===== src/pswc_pkg.sv =====
// Package for the pixel shift and window crop stage.
// Assumes a single 125 MHz pixel clock domain and an AHB-Lite register bus.
package pswc_pkg;

    // Register byte offsets
    localparam logic [7:0] PSWC_CTRL_OFS    = 8'h00;
    localparam logic [7:0] PSWC_FIRSTCOL_OFS = 8'h04;
    localparam logic [7:0] PSWC_FIRSTLIN_OFS = 8'h08;
    localparam logic [7:0] PSWC_WIDTH_OFS    = 8'h0C;
    localparam logic [7:0] PSWC_HEIGHT_OFS   = 8'h10;
    localparam logic [7:0] PSWC_STATUS_OFS   = 8'h14;

    // Control field positions
    localparam int PSWC_CTRL_SHIFT_LSB = 0;
    localparam int PSWC_CTRL_SHIFT_W   = 3;
    localparam int PSWC_CTRL_WIDE_BIT  = 4;
    localparam int PSWC_CTRL_COLOR_BIT = 5;
    localparam int PSWC_CTRL_BIN_BIT   = 6;

    // Status field positions
    localparam int PSWC_STAT_ACTIVE_BIT = 0;
    localparam int PSWC_STAT_REJECT_BIT = 1;

    // Shift reset value and upper limit
    localparam logic [2:0] PSWC_SHIFT_RST = 3'h0;
    localparam logic [2:0] PSWC_SHIFT_MAX = 3'h4;

    // Sample and output widths
    localparam int PSWC_SAMPLE_W = 12;
    localparam int PSWC_NARROW_W = 8;

    // Bus constants
    localparam logic [1:0] PSWC_HTRANS_IDLE   = 2'b00;
    localparam logic [1:0] PSWC_HTRANS_NONSEQ = 2'b10;
    localparam logic [2:0] PSWC_HSIZE_WORD    = 3'b010;

endpackage : pswc_pkg


===== src/pswc_top.sv =====
// Pixel shift and window crop stage with AHB-Lite registers.
// Assumes sensor samples arrive synchronous to core_clk with frame and line starts.
//
// Function
// - 8-bit, no shift: output sample bits 11..4.
// - 8-bit, shift 1: output sample bits 10..3.
// - 8-bit, shift 2: output sample bits 9..2.
// - 8-bit, shift 3: output sample bits 8..1.
// - 8-bit, shift 4: output sample bits 7..0.
// - Any set bit above the field forces all output bits to one.
// - Shift value zero disables; one to four shift that many bits.
// - 12-bit, shift n: bits 11-n..0 then n zero bits.
// - Only pixels inside the window pass; others are dropped.
// - Coordinates count from top-left pixel, column zero line zero.
// - Offsets give first column and line; sizes give counts.
// - Monochrome: offsets and sizes accepted in steps of one.
// - Colour: offsets and sizes even, steps of two.
// - After reset the window is full sensor, offsets zero.
// - Offset changes accepted while capturing.
// - Size changes refused while capturing.
// - With binning, window counts binned columns and lines.
//
// The placing of the registers and the AHB-Lite slave port were decided locally.
`timescale 1ns/1ps
`default_nettype none

module pswc_top
    import pswc_pkg::*;
#(
    parameter int SENSOR_COLS = 648,
    parameter int SENSOR_LINES = 488,
    parameter int COORD_W      = 12
)(
    // Clock and reset
    input  wire logic                     core_clk,
    input  wire logic                     rst,
    // AHB-Lite slave
    input  wire logic                     hsel,
    input  wire logic [31:0]              haddr,
    input  wire logic [1:0]               htrans,
    input  wire logic                     hwrite,
    input  wire logic [2:0]               hsize,
    input  wire logic [31:0]              hwdata,
    input  wire logic                     hready,
    output logic      [31:0]              hrdata,
    output logic                          hreadyout,
    output logic                          hresp,
    // Capture state from sequencing logic
    input  wire logic                     capturing,
    // Sample stream in
    input  wire logic                     inValid,
    input  wire logic                     inFrameStart,
    input  wire logic                     inLineStart,
    input  wire logic [PSWC_SAMPLE_W-1:0] inSample,
    // Pixel stream out
    output logic                          outValid,
    output logic                          outFrameStart,
    output logic                          outLineStart,
    output logic [PSWC_SAMPLE_W-1:0]      outPixel
);

    // Counters must hold the sensor size and fit a bus word
    if (COORD_W < $clog2(SENSOR_COLS + 1) || COORD_W < $clog2(SENSOR_LINES + 1) || COORD_W > 32)
    begin : gCoordChk
        $error("COORD_W does not suit sensor size or bus width");
    end

    localparam logic [COORD_W-1:0] COLS_MAX  = COORD_W'(SENSOR_COLS);
    localparam logic [COORD_W-1:0] LINES_MAX = COORD_W'(SENSOR_LINES);

    // Registers
    logic [2:0]         shiftSel_q;
    logic               wideFmt_q;
    logic               colorVar_q;
    logic               binning_q;
    logic [COORD_W-1:0] firstColReq_q;
    logic [COORD_W-1:0] firstLinReq_q;
    logic [COORD_W-1:0] firstCol_q;
    logic [COORD_W-1:0] firstLin_q;
    logic [COORD_W-1:0] winWidth_q;
    logic [COORD_W-1:0] winHeight_q;
    logic               rejected_q;

    // Bus address phase capture
    logic       wrPend_q;
    logic [7:0] addrPh_q;
    logic       takeReq;

    assign takeReq   = hsel && hready && htrans == PSWC_HTRANS_NONSEQ;
    assign hreadyout = 1'b1;
    assign hresp     = 1'b0;

    always_ff @(posedge core_clk or posedge rst)
    begin
        if (rst)
        begin
            wrPend_q <= 1'b0;
            addrPh_q <= 8'h00;
        end
        else if (hready)
        begin
            wrPend_q <= takeReq && hwrite;
            addrPh_q <= haddr[7:0];
        end
    end

    // Write checks
    logic [COORD_W-1:0] wrVal;
    logic               oddBad;
    logic               hiBad;
    logic               wrOk;

    assign wrVal  = hwdata[COORD_W-1:0];
    assign hiBad  = (hwdata >> COORD_W) != '0;
    assign oddBad = colorVar_q && wrVal[0];

    always_comb
    begin
        wrOk = 1'b0;
        unique case (addrPh_q)
            PSWC_FIRSTCOL_OFS:
                wrOk = !oddBad && ({1'b0, wrVal} + {1'b0, winWidth_q} <= {1'b0, COLS_MAX});
            PSWC_FIRSTLIN_OFS:
                wrOk = !oddBad && ({1'b0, wrVal} + {1'b0, winHeight_q} <= {1'b0, LINES_MAX});
            PSWC_WIDTH_OFS:
                wrOk = !oddBad && !capturing && wrVal != '0
                    && ({1'b0, wrVal} + {1'b0, firstColReq_q} <= {1'b0, COLS_MAX});
            PSWC_HEIGHT_OFS:
                wrOk = !oddBad && !capturing && wrVal != '0
                    && ({1'b0, wrVal} + {1'b0, firstLinReq_q} <= {1'b0, LINES_MAX});
            PSWC_CTRL_OFS:
                wrOk = hwdata[PSWC_CTRL_SHIFT_LSB +: PSWC_CTRL_SHIFT_W] <= PSWC_SHIFT_MAX;
            default:
                wrOk = 1'b0;
        endcase
        // Values wider than the counters never fit the sensor
        if (hiBad && addrPh_q != PSWC_CTRL_OFS)
            wrOk = 1'b0;
    end

    // Control register
    always_ff @(posedge core_clk or posedge rst)
    begin
        if (rst)
        begin
            shiftSel_q <= PSWC_SHIFT_RST;
            wideFmt_q  <= 1'b0;
            colorVar_q <= 1'b0;
            binning_q  <= 1'b0;
        end
        else if (wrPend_q && wrOk && addrPh_q == PSWC_CTRL_OFS)
        begin
            shiftSel_q <= hwdata[PSWC_CTRL_SHIFT_LSB +: PSWC_CTRL_SHIFT_W];
            wideFmt_q  <= hwdata[PSWC_CTRL_WIDE_BIT];
            colorVar_q <= hwdata[PSWC_CTRL_COLOR_BIT];
            binning_q  <= hwdata[PSWC_CTRL_BIN_BIT];
        end
    end

    // Window registers, full sensor after reset
    always_ff @(posedge core_clk or posedge rst)
    begin
        if (rst)
        begin
            firstColReq_q <= '0;
            firstLinReq_q <= '0;
            winWidth_q    <= COLS_MAX;
            winHeight_q   <= LINES_MAX;
            rejected_q    <= 1'b0;
        end
        else if (wrPend_q && (addrPh_q == PSWC_FIRSTCOL_OFS || addrPh_q == PSWC_FIRSTLIN_OFS
                 || addrPh_q == PSWC_WIDTH_OFS || addrPh_q == PSWC_HEIGHT_OFS))
        begin
            rejected_q <= !wrOk;
            if (wrOk && addrPh_q == PSWC_FIRSTCOL_OFS)
                firstColReq_q <= wrVal;
            if (wrOk && addrPh_q == PSWC_FIRSTLIN_OFS)
                firstLinReq_q <= wrVal;
            if (wrOk && addrPh_q == PSWC_WIDTH_OFS)
                winWidth_q <= wrVal;
            if (wrOk && addrPh_q == PSWC_HEIGHT_OFS)
                winHeight_q <= wrVal;
        end
    end

    // Offsets become live only at frame start
    always_ff @(posedge core_clk or posedge rst)
    begin
        if (rst)
        begin
            firstCol_q <= '0;
            firstLin_q <= '0;
        end
        else if (inValid && inFrameStart)
        begin
            firstCol_q <= firstColReq_q;
            firstLin_q <= firstLinReq_q;
        end
    end

    // Read data
    always_ff @(posedge core_clk or posedge rst)
    begin
        if (rst)
            hrdata <= 32'h0000_0000;
        else if (takeReq && !hwrite)
        begin
            unique case (haddr[7:0])
                PSWC_CTRL_OFS:
                    hrdata <= {25'h000_0000, binning_q, colorVar_q, wideFmt_q, 1'b0, shiftSel_q};
                PSWC_FIRSTCOL_OFS: hrdata <= 32'(firstColReq_q);
                PSWC_FIRSTLIN_OFS: hrdata <= 32'(firstLinReq_q);
                PSWC_WIDTH_OFS:    hrdata <= 32'(winWidth_q);
                PSWC_HEIGHT_OFS:   hrdata <= 32'(winHeight_q);
                PSWC_STATUS_OFS:   hrdata <= {30'h0000_0000, rejected_q, capturing};
                default:           hrdata <= 32'h0000_0000;
            endcase
        end
    end

    // Bit field select with saturation
    logic [PSWC_SAMPLE_W-1:0] shifted;
    logic                     overflow;
    logic [PSWC_SAMPLE_W-1:0] fieldOut;

    always_comb
    begin
        shifted  = inSample << shiftSel_q;
        overflow = (inSample >> (PSWC_SAMPLE_W - 32'(shiftSel_q))) != '0;
        if (shiftSel_q == 3'h0)
            overflow = 1'b0;
        if (overflow)
            fieldOut = '1;
        else if (wideFmt_q)
            fieldOut = shifted;
        else
            fieldOut = {4'h0, shifted[PSWC_SAMPLE_W-1 -: PSWC_NARROW_W]};
        if (overflow && !wideFmt_q)
            fieldOut = 12'h0FF;
    end

    // Position counters, origin top-left
    logic [COORD_W-1:0] col_q;
    logic [COORD_W-1:0] lin_q;
    logic [COORD_W-1:0] curCol;
    logic [COORD_W-1:0] curLin;

    always_comb
    begin
        curCol = inLineStart ? '0 : col_q;
        curLin = inFrameStart ? '0 : (inLineStart ? lin_q + 1'b1 : lin_q);
    end

    always_ff @(posedge core_clk or posedge rst)
    begin
        if (rst)
        begin
            col_q <= '0;
            lin_q <= '0;
        end
        else if (inValid)
        begin
            col_q <= curCol + 1'b1;
            lin_q <= curLin;
        end
    end

    // Window test; binned coordinates arrive already binned
    logic [COORD_W-1:0] useCol;
    logic [COORD_W-1:0] useLin;
    logic               inWin;

    always_comb
    begin
        useCol = (inFrameStart && inValid) ? firstColReq_q : firstCol_q;
        useLin = (inFrameStart && inValid) ? firstLinReq_q : firstLin_q;
        inWin  = curCol >= useCol && {1'b0, curCol} < {1'b0, useCol} + {1'b0, winWidth_q}
              && curLin >= useLin && {1'b0, curLin} < {1'b0, useLin} + {1'b0, winHeight_q};
    end

    always_ff @(posedge core_clk or posedge rst)
    begin
        if (rst)
        begin
            outValid      <= 1'b0;
            outFrameStart <= 1'b0;
            outLineStart  <= 1'b0;
            outPixel      <= '0;
        end
        else
        begin
            outValid      <= inValid && inWin;
            outFrameStart <= inValid && inWin && curCol == useCol && curLin == useLin;
            outLineStart  <= inValid && inWin && curCol == useCol;
            outPixel      <= inValid && inWin ? fieldOut : outPixel;
        end
    end

    // Assertions
    drop_outside_a : assert property (@(posedge core_clk) disable iff (rst)
        (inValid && !inWin) |=> !outValid)
        else $error("pixel outside window forwarded");

    pass_inside_a : assert property (@(posedge core_clk) disable iff (rst)
        (inValid && inWin) |=> outValid && outPixel == $past(fieldOut))
        else $error("pixel inside window lost");

    narrow_field_a : assert property (@(posedge core_clk) disable iff (rst)
        (!wideFmt_q && !overflow) |-> fieldOut == {4'h0, 8'(inSample >> (3'h4 - shiftSel_q))})
        else $error("narrow field select wrong");

    saturate_a : assert property (@(posedge core_clk) disable iff (rst)
        (shiftSel_q != 3'h0 && inSample[11]) |-> (wideFmt_q ? fieldOut == 12'hFFF : fieldOut == 12'h0FF))
        else $error("saturation missing");

    narrow_upper_a : assert property (@(posedge core_clk) disable iff (rst)
        (outValid && $past(!wideFmt_q)) |-> outPixel[11:8] == 4'h0)
        else $error("narrow pixel has upper bits set");

    wide_field_a : assert property (@(posedge core_clk) disable iff (rst)
        (wideFmt_q && !overflow) |-> fieldOut == (inSample << shiftSel_q))
        else $error("wide field wrong");

    size_frozen_a : assert property (@(posedge core_clk) disable iff (rst)
        (capturing && $past(capturing)) |-> $stable(winWidth_q) && $stable(winHeight_q))
        else $error("size changed while capturing");

    offset_frame_a : assert property (@(posedge core_clk) disable iff (rst)
        !$past(inValid && inFrameStart) |-> $stable(firstCol_q) && $stable(firstLin_q))
        else $error("offset changed mid-frame");

    bounds_held_a : assert property (@(posedge core_clk) disable iff (rst)
        ({1'b0, firstColReq_q} + {1'b0, winWidth_q} <= {1'b0, COLS_MAX})
        && ({1'b0, firstLinReq_q} + {1'b0, winHeight_q} <= {1'b0, LINES_MAX}))
        else $error("window exceeds sensor");

    shift_range_a : assert property (@(posedge core_clk) disable iff (rst)
        shiftSel_q <= PSWC_SHIFT_MAX)
        else $error("shift out of range");

endmodule : pswc_top

`default_nettype wire


===== config.mk =====
export PLATFORM = sky130hd
export DESIGN_NAME = pswc_top
export DESIGN_NICKNAME = d
export VERILOG_FILES = /design/src/pswc_pkg.sv /design/src/pswc_top.sv
export SDC_FILE = /design/constraint.sdc
export NUM_CORES = 1
export LEC_CHECK = 0
export ABC_AREA = 1
export ABC_CLOCK_PERIOD_IN_PS = 5570
export BUFFER_PORTS_ARGS = -buffer_cell sky130_fd_sc_hd__clkbuf_2
export CORE_ASPECT_RATIO = 2
export CORE_MARGIN = 3
export CORE_UTILIZATION = 35
export DETAILED_ROUTE_END_ITERATION = 7
export PLACE_DENSITY = 0.52
export SLEW_MARGIN = 5
export SYNTH_ARGS = -nofsm -noshare
export SYNTH_HDL_FRONTEND = slang
export SYNTH_SLANG_ARGS = --single-unit

===== constraint.sdc =====
create_clock -name core_clk -period 5.57 [get_ports core_clk]
set_clock_uncertainty 0.2 [all_clocks]
set_input_delay 0.557 -clock core_clk [delete_from_list [all_inputs] [get_ports core_clk]]
set_output_delay 0.557 -clock core_clk [all_outputs]
set_load 0.05 [all_outputs]

==> results of run 1 <==
[stage by stage]
step,power [W],hold slack (ps),std cells,setup WS [ps]
final,0.002785,31.36,2212,1120
after CTS,0.002817,88.94,2212,1017
after global placement,0.001688,260.3,2180,657.2
after global routing,0.002916,116.0,2212,521.6
after floorplan,0.001536,249.2,1718,1102
after detailed placement,0.001692,257.7,2180,587.3
[worst paths after layout]
check,from,end,cells after the start,slack (ps)
min in group core_clk,haddr[0],addrPh_q[0],3,130
max in group asynchronous,rst,col_q[2],3,3940
min reg2reg,outPixel[4],outPixel[4],2,270
min,rst,addrPh_q[6],2,30
max,firstLinReq_q[0],outPixel[10],20,1120
max reg2reg,firstLinReq_q[0],outPixel[10],20,1120
[layout make-up]
type	instances	area, um^2
clock buffer	22	474.2
clock inverter	10	93.84
fill	3604	20010
inverter	232	875.8
multi-input combinational	1277	7148
sequential	139	3488
tap	432	540.5
timing repair buffer	100	540.5
[report_power, final]
part | internal [W] | switching [W] | total (W)
clock network | 0.000648 | 0.000471 | 0.00112
logic | 0.000136 | 0.000430 | 0.000566
registers | 0.00107 | 0.0000318 | 0.00110
[flip-flops by register name (all words and copies together) (netlist names), 8 cells and up]
signal,flops
addrPh_q,8
col_q,12
firstColReq_q,12
firstCol_q,12
firstLinReq_q,12
firstLin_q,12
hrdata,12
lin_q,12
outPixel,12
winHeight_q,12
winWidth_q,12
[Yosys cell counts, types with 5 or more instances]
library cell / number
buf_2: 10
buf_4: 25
inv_1: 231
nand4_1: 66
nand2_1: 494
nand3_1: 104
dfrtp_1: 131
nand3b_1: 9
clkbuf_1: 26
ha_1: 123
o21ai_0: 107
o211ai_1: 15
buf_8: 5
dfstp_2: 8
a221oi_1: 9
nor2_1: 108
a21oi_1: 87
a21o_1: 5
nor4_1: 12
o21bai_1: 6
fa_1: 6
xor2_1: 22
nor3_1: 19
xnor2_1: 17
[kinds of logic after synthesis]
group	Yosys count	share of synthesized area, %
simple gates	827	30.05
buf+inv	302	10.94
compound gates	259	12.55
flops	139	29.43
fa+ha+maj	129	14.00
xor+xnor	39	2.882
other cells	2	0.06337
mux	1	0.08446
[worst max-delay path, stage by stage (launching register included)]
cell	delay [ps]
dfrtp_1	590
inv_1	70
o21ai_0	320
ha_1	260
fa_1	220
a21oi_1	80
o21bai_1	280
a21oi_1	100
o21ai_0	210
xor2_1	100
ha_1	300
a21oi_1	70
o31ai_1	230
a21oi_1	110
o21ai_0	180
nand2_1	70
nand2_1	70
nand3b_2	280
nand2_1	440
nand2_1	110
nand2_1	70
[layer usage]
metal  vias up  part of all wire (%)  track usage, %
li1       5723                     -               -
met1      5301                    35           20.46
met2       234                    56           40.55
met3        94                   2.6           2.513
met4         0                   6.6           13.80
met5         -                     0               0
==> results.sh, run 1 <==
export IMPL_fmax_mhz=224.7
export IMPL_synthTopCellsByArea="dfrtp_1, nand2_1, ha_1"
export IMPL_clkTransAtPathRegs_ps=60
export IMPL_core_um2=33170
export IMPL_slew_viol_final=0
export IMPL_cp_end_kind="flip-flop"
export IMPL_place_congestion=0.9080
export IMPL_synth_edf_count=0
export IMPL_wl_mm=37.37
export IMPL_rsz0062_at_grt="no"
export IMPL_fp_dieW_um=136.1
export IMPL_cts_hold_buffers=0
export IMPL_final_cell_mix="nand2_1, inv_1, dfrtp_1"
export IMPL_dp_final_hpwl_mm=30.17
export IMPL_wire_per_inst_um=16.90
export IMPL_area_delta_synth_final_pct=11.05
export IMPL_cts_tree="yes"
export IMPL_cp_data_required_time_ps=5760
export IMPL_ant_nets=0
export IMPL_grt_remaining_overflow=0
export IMPL_drv_cap=0
export IMPL_start_util_pct=35.73
export IMPL_routed_via_count=11350
export IMPL_drc=0
export IMPL_cts_num_sinks=139
export IMPL_yosys_warnings=0
export IMPL_syn_inst=1698
export IMPL_place_area_um2=12590
export IMPL_cts_path_max_buffers=2
export IMPL_synth_top_cell_area_share_pct=27.66
export IMPL_num_antenna_cells=0
export IMPL_io_pins=139
export IMPL_outcome="finished, final reports clean"
export IMPL_rows=94
export IMPL_final_common_cell="nand2_1"
export IMPL_cts_setup_buffers=0
export IMPL_grt_pass1_wl_mm=58.75
export IMPL_setup_viol=0
export IMPL_cp_start_kind="flip-flop"
export IMPL_cts_buffers=17
export IMPL_ys_types=57
export IMPL_cts_repair_resized=0
export IMPL_final_core_util_pct=39.68
export IMPL_power_density_nw_per_um2=211.6
export IMPL_tns_ps=0
export IMPL_hold_viol_final=0
export IMPL_die_height_um=266.2
export IMPL_clock_latency_ps=450
export IMPL_peakVddDrop_uv=238.9
export IMPL_grt_start_max_net_pins=92
export IMPL_fin_crit_ps=4450
export IMPL_grt_pass1_vias=11220
export IMPL_fp_dieArea_um2=36240
export IMPL_worstSetupPathType="reg -> reg"
export IMPL_htreeDepth=4
export IMPL_synth_seq_area_share_pct=29.43
export IMPL_final_layout_size_suffix_gt1_share_pct=8.708
export IMPL_async_reset_ff_share_pct=100.0
export IMPL_relSlewSlack_pct=18.76
export IMPL_ys_ff_latch=139
export IMPL_antenna_found_initial=0
export IMPL_num_nets_final=1986
export IMPL_crit_arrival_ps=4640
export IMPL_synthesis_area_um2=11850
export IMPL_p_leak_nw=6.886
export IMPL_design_area_um2=13160
export IMPL_cts_root_buffer="clkbuf_16"
export IMPL_hp_class="in -> async"
export IMPL_synth_ff_type="dfrtp_1"
export IMPL_worst_pin_slew_ps=1209
export IMPL_avgSynthCellArea_um2=6.980
export IMPL_post_route_period_util_pct=79.90
export IMPL_firstDrtPassIters=5
export IMPL_viasPerCell=5.132
export IMPL_port_buffers=89
export IMPL_drt_initial_drc_count=625
export IMPL_grt_util_all_layers_pct=21.07
export IMPL_synth_top_area_cell="dfrtp_1"
export IMPL_path_max_fanout=14
(Power assumes the default switching activity.)
==> run 2: changes to the inputs <==
Settings changed: ABC_AREA 1 to 0, ABC_CLOCK_PERIOD_IN_PS 5570 to 3800, PLACE_DENSITY 0.52 to 0.54.
Clock period 5.57 ns to 3.8 ns, I/O delays scaled along.
==> results.sh, run 2 <==
export IMPL_grt_remaining_overflow=0
export IMPL_core_um2=32350
export IMPL_drv_cap=0
export IMPL_crit_arrival_ps=4420
export IMPL_cp_slowest_cell="dfrtp_1"
export IMPL_area_delta_synth_final_pct=30.47
export IMPL_firstDrtPassIters=7
export IMPL_hp_class="in -> reg"
export IMPL_relSlewSlack_pct=33.52
export IMPL_drt_initial_drc_count=532
export IMPL_p_leak_nw=7.508
export IMPL_synth_top_cell_area_share_pct=28.47
export IMPL_cts_tree="yes"
export IMPL_num_nets_final=1707
export IMPL_final_core_util_pct=46.44
export IMPL_synth_edf_count=0
export IMPL_worst_slack_ps=-497.5
export IMPL_grt_util_all_layers_pct=22.15
export IMPL_fp_dieW_um=134.3
export IMPL_dp_final_hpwl_mm=31.19
export IMPL_final_cell_mix="buf_4, dfrtp_1, ha_1"
export IMPL_slew_viol_final=0
export IMPL_die_height_um=262.5
export IMPL_dp_slack_ps=-1027
export IMPL_worst_pin_slew_ps=988.1
export IMPL_hold_viol_final=0
export IMPL_ys_ff_latch=139
export IMPL_cts_num_sinks=139
export IMPL_peakVddDrop_uv=296.0
export IMPL_fp_dieArea_um2=35240
export IMPL_fin_crit_ps=4297
export IMPL_port_buffers=89
export IMPL_async_reset_ff_share_pct=100.0
export IMPL_worstSetupPathType="reg -> reg"
export IMPL_yosys_warnings=0
export IMPL_setup_viol=30
export IMPL_outcome="complete, but fails checks"
export IMPL_violations="setup timing"
export IMPL_yosys_top_cells_count="dfrtp_1, ha_1, nand2_1"
export IMPL_num_antenna_cells=0
export IMPL_grt_pass1_vias=11070
export IMPL_viasPerCell=5.432
export IMPL_critPathBufInv=1
export IMPL_wire_per_inst_um=20.49
export IMPL_crit_family="compound AO/OA/AOI/OAI gates"
export IMPL_synth_ff_type="dfrtp_1"
export IMPL_cts_root_buffer="clkbuf_16"
export IMPL_place_congestion=0.9720
export IMPL_power_density_nw_per_um2=261.9
export IMPL_design_area_um2=15020
export IMPL_post_route_period_util_pct=113.1
export IMPL_rows=93
export IMPL_synth_most_common_cell="dfrtp_1"
export IMPL_final_layout_size_suffix_gt1_share_pct=34.98
export IMPL_tns_ps=-6383
export IMPL_cts_path_max_buffers=2
export IMPL_multiInputGateArea_um2=7955
export IMPL_synth_top_area_cell="dfrtp_1"
export IMPL_cts_buffers=17
export IMPL_start_util_pct=35.60
export IMPL_io_pins=139
export IMPL_ant_nets=0
export IMPL_grt_start_max_net_pins=140
export IMPL_htreeDepth=4
export IMPL_synth_seq_area_share_pct=30.29
export IMPL_ys_types=78
export IMPL_clock_latency_ps=450
export IMPL_cp_start_kind="flip-flop"
export IMPL_rsz0062_at_grt="yes"
export IMPL_fill_cells=3168
export IMPL_ff_latch_area_um2=3488
export IMPL_synthTopCellsByArea="dfrtp_1, ha_1, mux2_2"
export IMPL_crit_path_max_incr_delay_ps=390
export IMPL_grt_pass1_wl_mm=59.92
export IMPL_antenna_found_initial=0
export IMPL_crit_chain="mux2_4 > ha_4 > fa_2 > a21o_1 > a21oi_2 > o21bai_2 > a31oi_4 > o21ai_2 > nor2_2 > xor2_1 > ha_1 > a211oi_2 > o211ai_1 > o21a_1 > a32oi_2 > and2_4 > buf_12 > mux2_2"
export IMPL_avgSynthCellArea_um2=9.644
export IMPL_cp_data_required_time_ps=3920
export IMPL_clkTransAtPathRegs_ps=60
export IMPL_fmax_mhz=232.7
export IMPL_path_max_fanout=7
export IMPL_routed_via_count=10470
export IMPL_cp_end_kind="flip-flop"
export IMPL_syn_inst=1194
export IMPL_synthesis_area_um2=11510
export IMPL_drc=0
export IMPL_final_common_cell="buf_4"
export IMPL_place_area_um2=14000
export IMPL_wl_mm=39.50
[run 2: final cells by class]
class / instances / area share (%)
clock inverter: 7 / 0.4414
timing repair buffer: 314 / 15.32
clock buffer: 25 / 3.231
inverter: 50 / 1.274
sequential: 139 / 23.22
tap: 427 / 3.556
multi-input combinational: 966 / 52.95
[run 2: cell families (layout without fill, tap and decap cells)]
kind of cell / Yosys count / in the layout / synth area share, %
flops: 139 / 139 / 30.29
simple gates: 325 / 325 / 14.27
compound gates: 303 / 303 / 17.76
fa+ha+maj: 129 / 129 / 14.41
other cells: 2 / 22 / 0.06522
mux: 137 / 137 / 14.80
buf+inv: 109 / 396 / 4.607
xor+xnor: 50 / 50 / 3.803
[run 2: repair_timing]
action | CTS | global route
pin swaps | 10 | 12
hold buffers | 5 | 0
resized for setup | 24 | 29
setup buffers | 21 | 5
endpoints found under the setup margin | 69 | 69
endpoints found under the hold margin | 15 | 0
gates cloned | 0 | 3
[run 2: through the flow]
stage	power, W	cells	hold WS [ps]
5_1_grt	0.004086	1928	8.922
3_5_place_dp	0.002312	1873	275.4
2_1_floorplan	0.002068	1214	263.9
6_report	0.003935	1928	13.22
4_1_cts	0.003961	1922	0.06650
3_3_place_gp	0.002303	1873	285.1
[run 2: per-layer routing]
metal / part of all wire [%] / GRT usage, %
met1: 34 / 21.31
met2: 53 / 40.90
met3: 2.9 / 2.222
met4: 9.6 / 19.06
met5: 0 / 0
[run 2: path summary, 6_finish.rpt]
| check | startpoint | to | cells after the start | slack (ps) |
|---|---|---|---|---|
| max in group asynchronous | rst | addrPh_q[7] | 4 | 2300 |
| setup reg to reg | firstLinReq_q[0] | outPixel[4] | 18 | -500 |
| setup / recovery | firstLinReq_q[0] | outPixel[4] | 18 | -500 |
| hold / removal | haddr[6] | addrPh_q[6] | 2 | 10 |
| hold reg to reg | hrdata[9] | hrdata[9] | 2 | 280 |
| min in group asynchronous | rst | firstCol_q[10] | 4 | 470 |
[run 2: power by group]
| part | switching (W) | internal, W |
|---|---|---|
| logic | 0.000474 | 0.000275 |
| clock network | 0.000665 | 0.000948 |
| registers | 0.0000375 | 0.00154 |
==> run 3: changes to the inputs <==
Settings changed: CTS_BUF_LIST set to sky130_fd_sc_hd__clkbuf_4 sky130_fd_sc_hd__clkbuf_8 sky130_fd_sc_hd__clkbuf_16.
==> results.sh, run 3 (synthesis results as in run 2) <==
export IMPL_cp_end_kind="flip-flop"
export IMPL_post_route_period_util_pct=113.3
export IMPL_grt_pass1_wl_mm=59.86
export IMPL_fin_hold_ws_ps=14.28
export IMPL_antenna_found_initial=0
export IMPL_drc=0
export IMPL_rows=93
export IMPL_p_leak_nw=7.512
export IMPL_dp_slack_ps=-1027
export IMPL_num_nets_final=1706
export IMPL_wire_per_inst_um=20.49
export IMPL_final_common_cell="buf_4"
export IMPL_start_util_pct=35.60
export IMPL_die_height_um=262.5
export IMPL_setup_viol=28
export IMPL_worst_pin_slew_ps=988.1
export IMPL_place_congestion=0.9720
export IMPL_cp_data_required_time_ps=3920
export IMPL_hp_class="in -> reg"
export IMPL_cts_num_sinks=139
export IMPL_final_layout_size_suffix_gt1_share_pct=35.13
export IMPL_outcome="complete, but fails checks"
export IMPL_viasPerCell=5.439
export IMPL_firstDrtPassIters=6
export IMPL_cts_tree="yes"
export IMPL_final_cell_mix="buf_4, dfrtp_1, ha_1"
export IMPL_io_pins=139
export IMPL_htreeDepth=4
export IMPL_violations="setup timing"
export IMPL_grt_pass1_vias=11080
export IMPL_grt_remaining_overflow=0
export IMPL_grt_util_all_layers_pct=22.12
export IMPL_power_density_nw_per_um2=264.3
export IMPL_drt_initial_drc_count=479
export IMPL_path_max_fanout=7
export IMPL_fmax_mhz=232.3
export IMPL_cts_root_buffer="clkbuf_16"
export IMPL_peakVddDrop_uv=294.9
export IMPL_grt_start_max_net_pins=140
export IMPL_worstSetupPathType="reg -> reg"
export IMPL_fp_dieW_um=134.3
export IMPL_clkTransAtPathRegs_ps=60
export IMPL_ant_nets=0
export IMPL_fin_crit_ps=4304
export IMPL_area_delta_synth_final_pct=30.35
export IMPL_wl_mm=39.48
export IMPL_routed_via_count=10480
export IMPL_drv_cap=0
export IMPL_relSlewSlack_pct=33.52
export IMPL_core_um2=32350
export IMPL_port_buffers=89
export IMPL_cts_buffers=17
export IMPL_cts_path_max_buffers=2
export IMPL_crit_arrival_ps=4420
export IMPL_fp_dieArea_um2=35240
export IMPL_rsz0062_at_grt="yes"
export IMPL_clock_latency_ps=440
export IMPL_slew_viol_final=0
export IMPL_num_antenna_cells=0
export IMPL_hold_viol_final=0
export IMPL_dp_final_hpwl_mm=31.19
export IMPL_power_w=0.003968
export IMPL_cp_start_kind="flip-flop"
export IMPL_worst_slack_ps=-504.2
export IMPL_tns_ps=-6487
[run 3: what timing repair did]
action / 4_1_cts / 5_1_grt
pin swaps: 10 / 11
gates cloned: 0 / 3
buffers inserted: 21 / 4
endpoints found under the setup margin: 69 / 69
hold buffers: 5 / 0
endpoints found under the hold margin: 15 / 0
resized for setup: 24 / 25
[run 3: metrics by stage]
| step | cell area [um^2] | std cells | utilization, % |
|---|---|---|---|
| floorplan | 11800 | 1214 | - |
| detailed placement | 14000 | 1873 | 43.27 |
| global placement | 14000 | 1873 | 43.27 |
| finish | 15010 | 1927 | 46.40 |
| global route | 15010 | 1927 | 46.40 |
| CTS | 14810 | 1922 | 45.79 |
[run 3: metal layers]
layer  wire length [um]  global-route usage, %
met2              20710                  40.72
met5                  0                      0
met4               4047                  19.37
met3               1272                  2.299
met1              13440                  21.21
[run 3: power breakdown]
group	switching, W	internal [W]
logic	0.000473	0.000275
registers	0.0000373	0.00154
clock network	0.000664	0.000984
[run 3: layout make-up]
cell class	instances	area [um^2]
inverters	50	191.4
multi-input cells	966	7930
flip-flops and latches	139	3488
fillers	3164	17340
clock inverters	7	66.31
clock buffers	25	504.2
well taps	427	534.3
repair buffers	313	2295
[run 3: path summary, 6_finish.rpt]
kind | start | to | slack (ps) | cells after the start
setup / recovery | firstLinReq_q[0] | outPixel[4] | -500 | 18
hold / removal | haddr[6] | addrPh_q[6] | 10 | 2
setup reg to reg | firstLinReq_q[0] | outPixel[4] | -500 | 18
min in group asynchronous | rst | firstCol_q[10] | 480 | 4
hold reg to reg | hrdata[9] | hrdata[9] | 280 | 2
max in group asynchronous | rst | addrPh_q[7] | 2300 | 4
[run 3: critical path: stages (launching register included)]
cell and delay, ps:
dfrtp_1 390, mux2_4 300, ha_4 170, fa_2 330
a21o_1 180, a21oi_2 160, o21bai_2 100, a31oi_4 220
o21ai_2 90, nor2_2 100, xor2_1 160, ha_1 270
a211oi_2 260, o211ai_1 130, o21a_1 230, a32oi_2 190
and2_4 230, buf_12 140, mux2_2 330
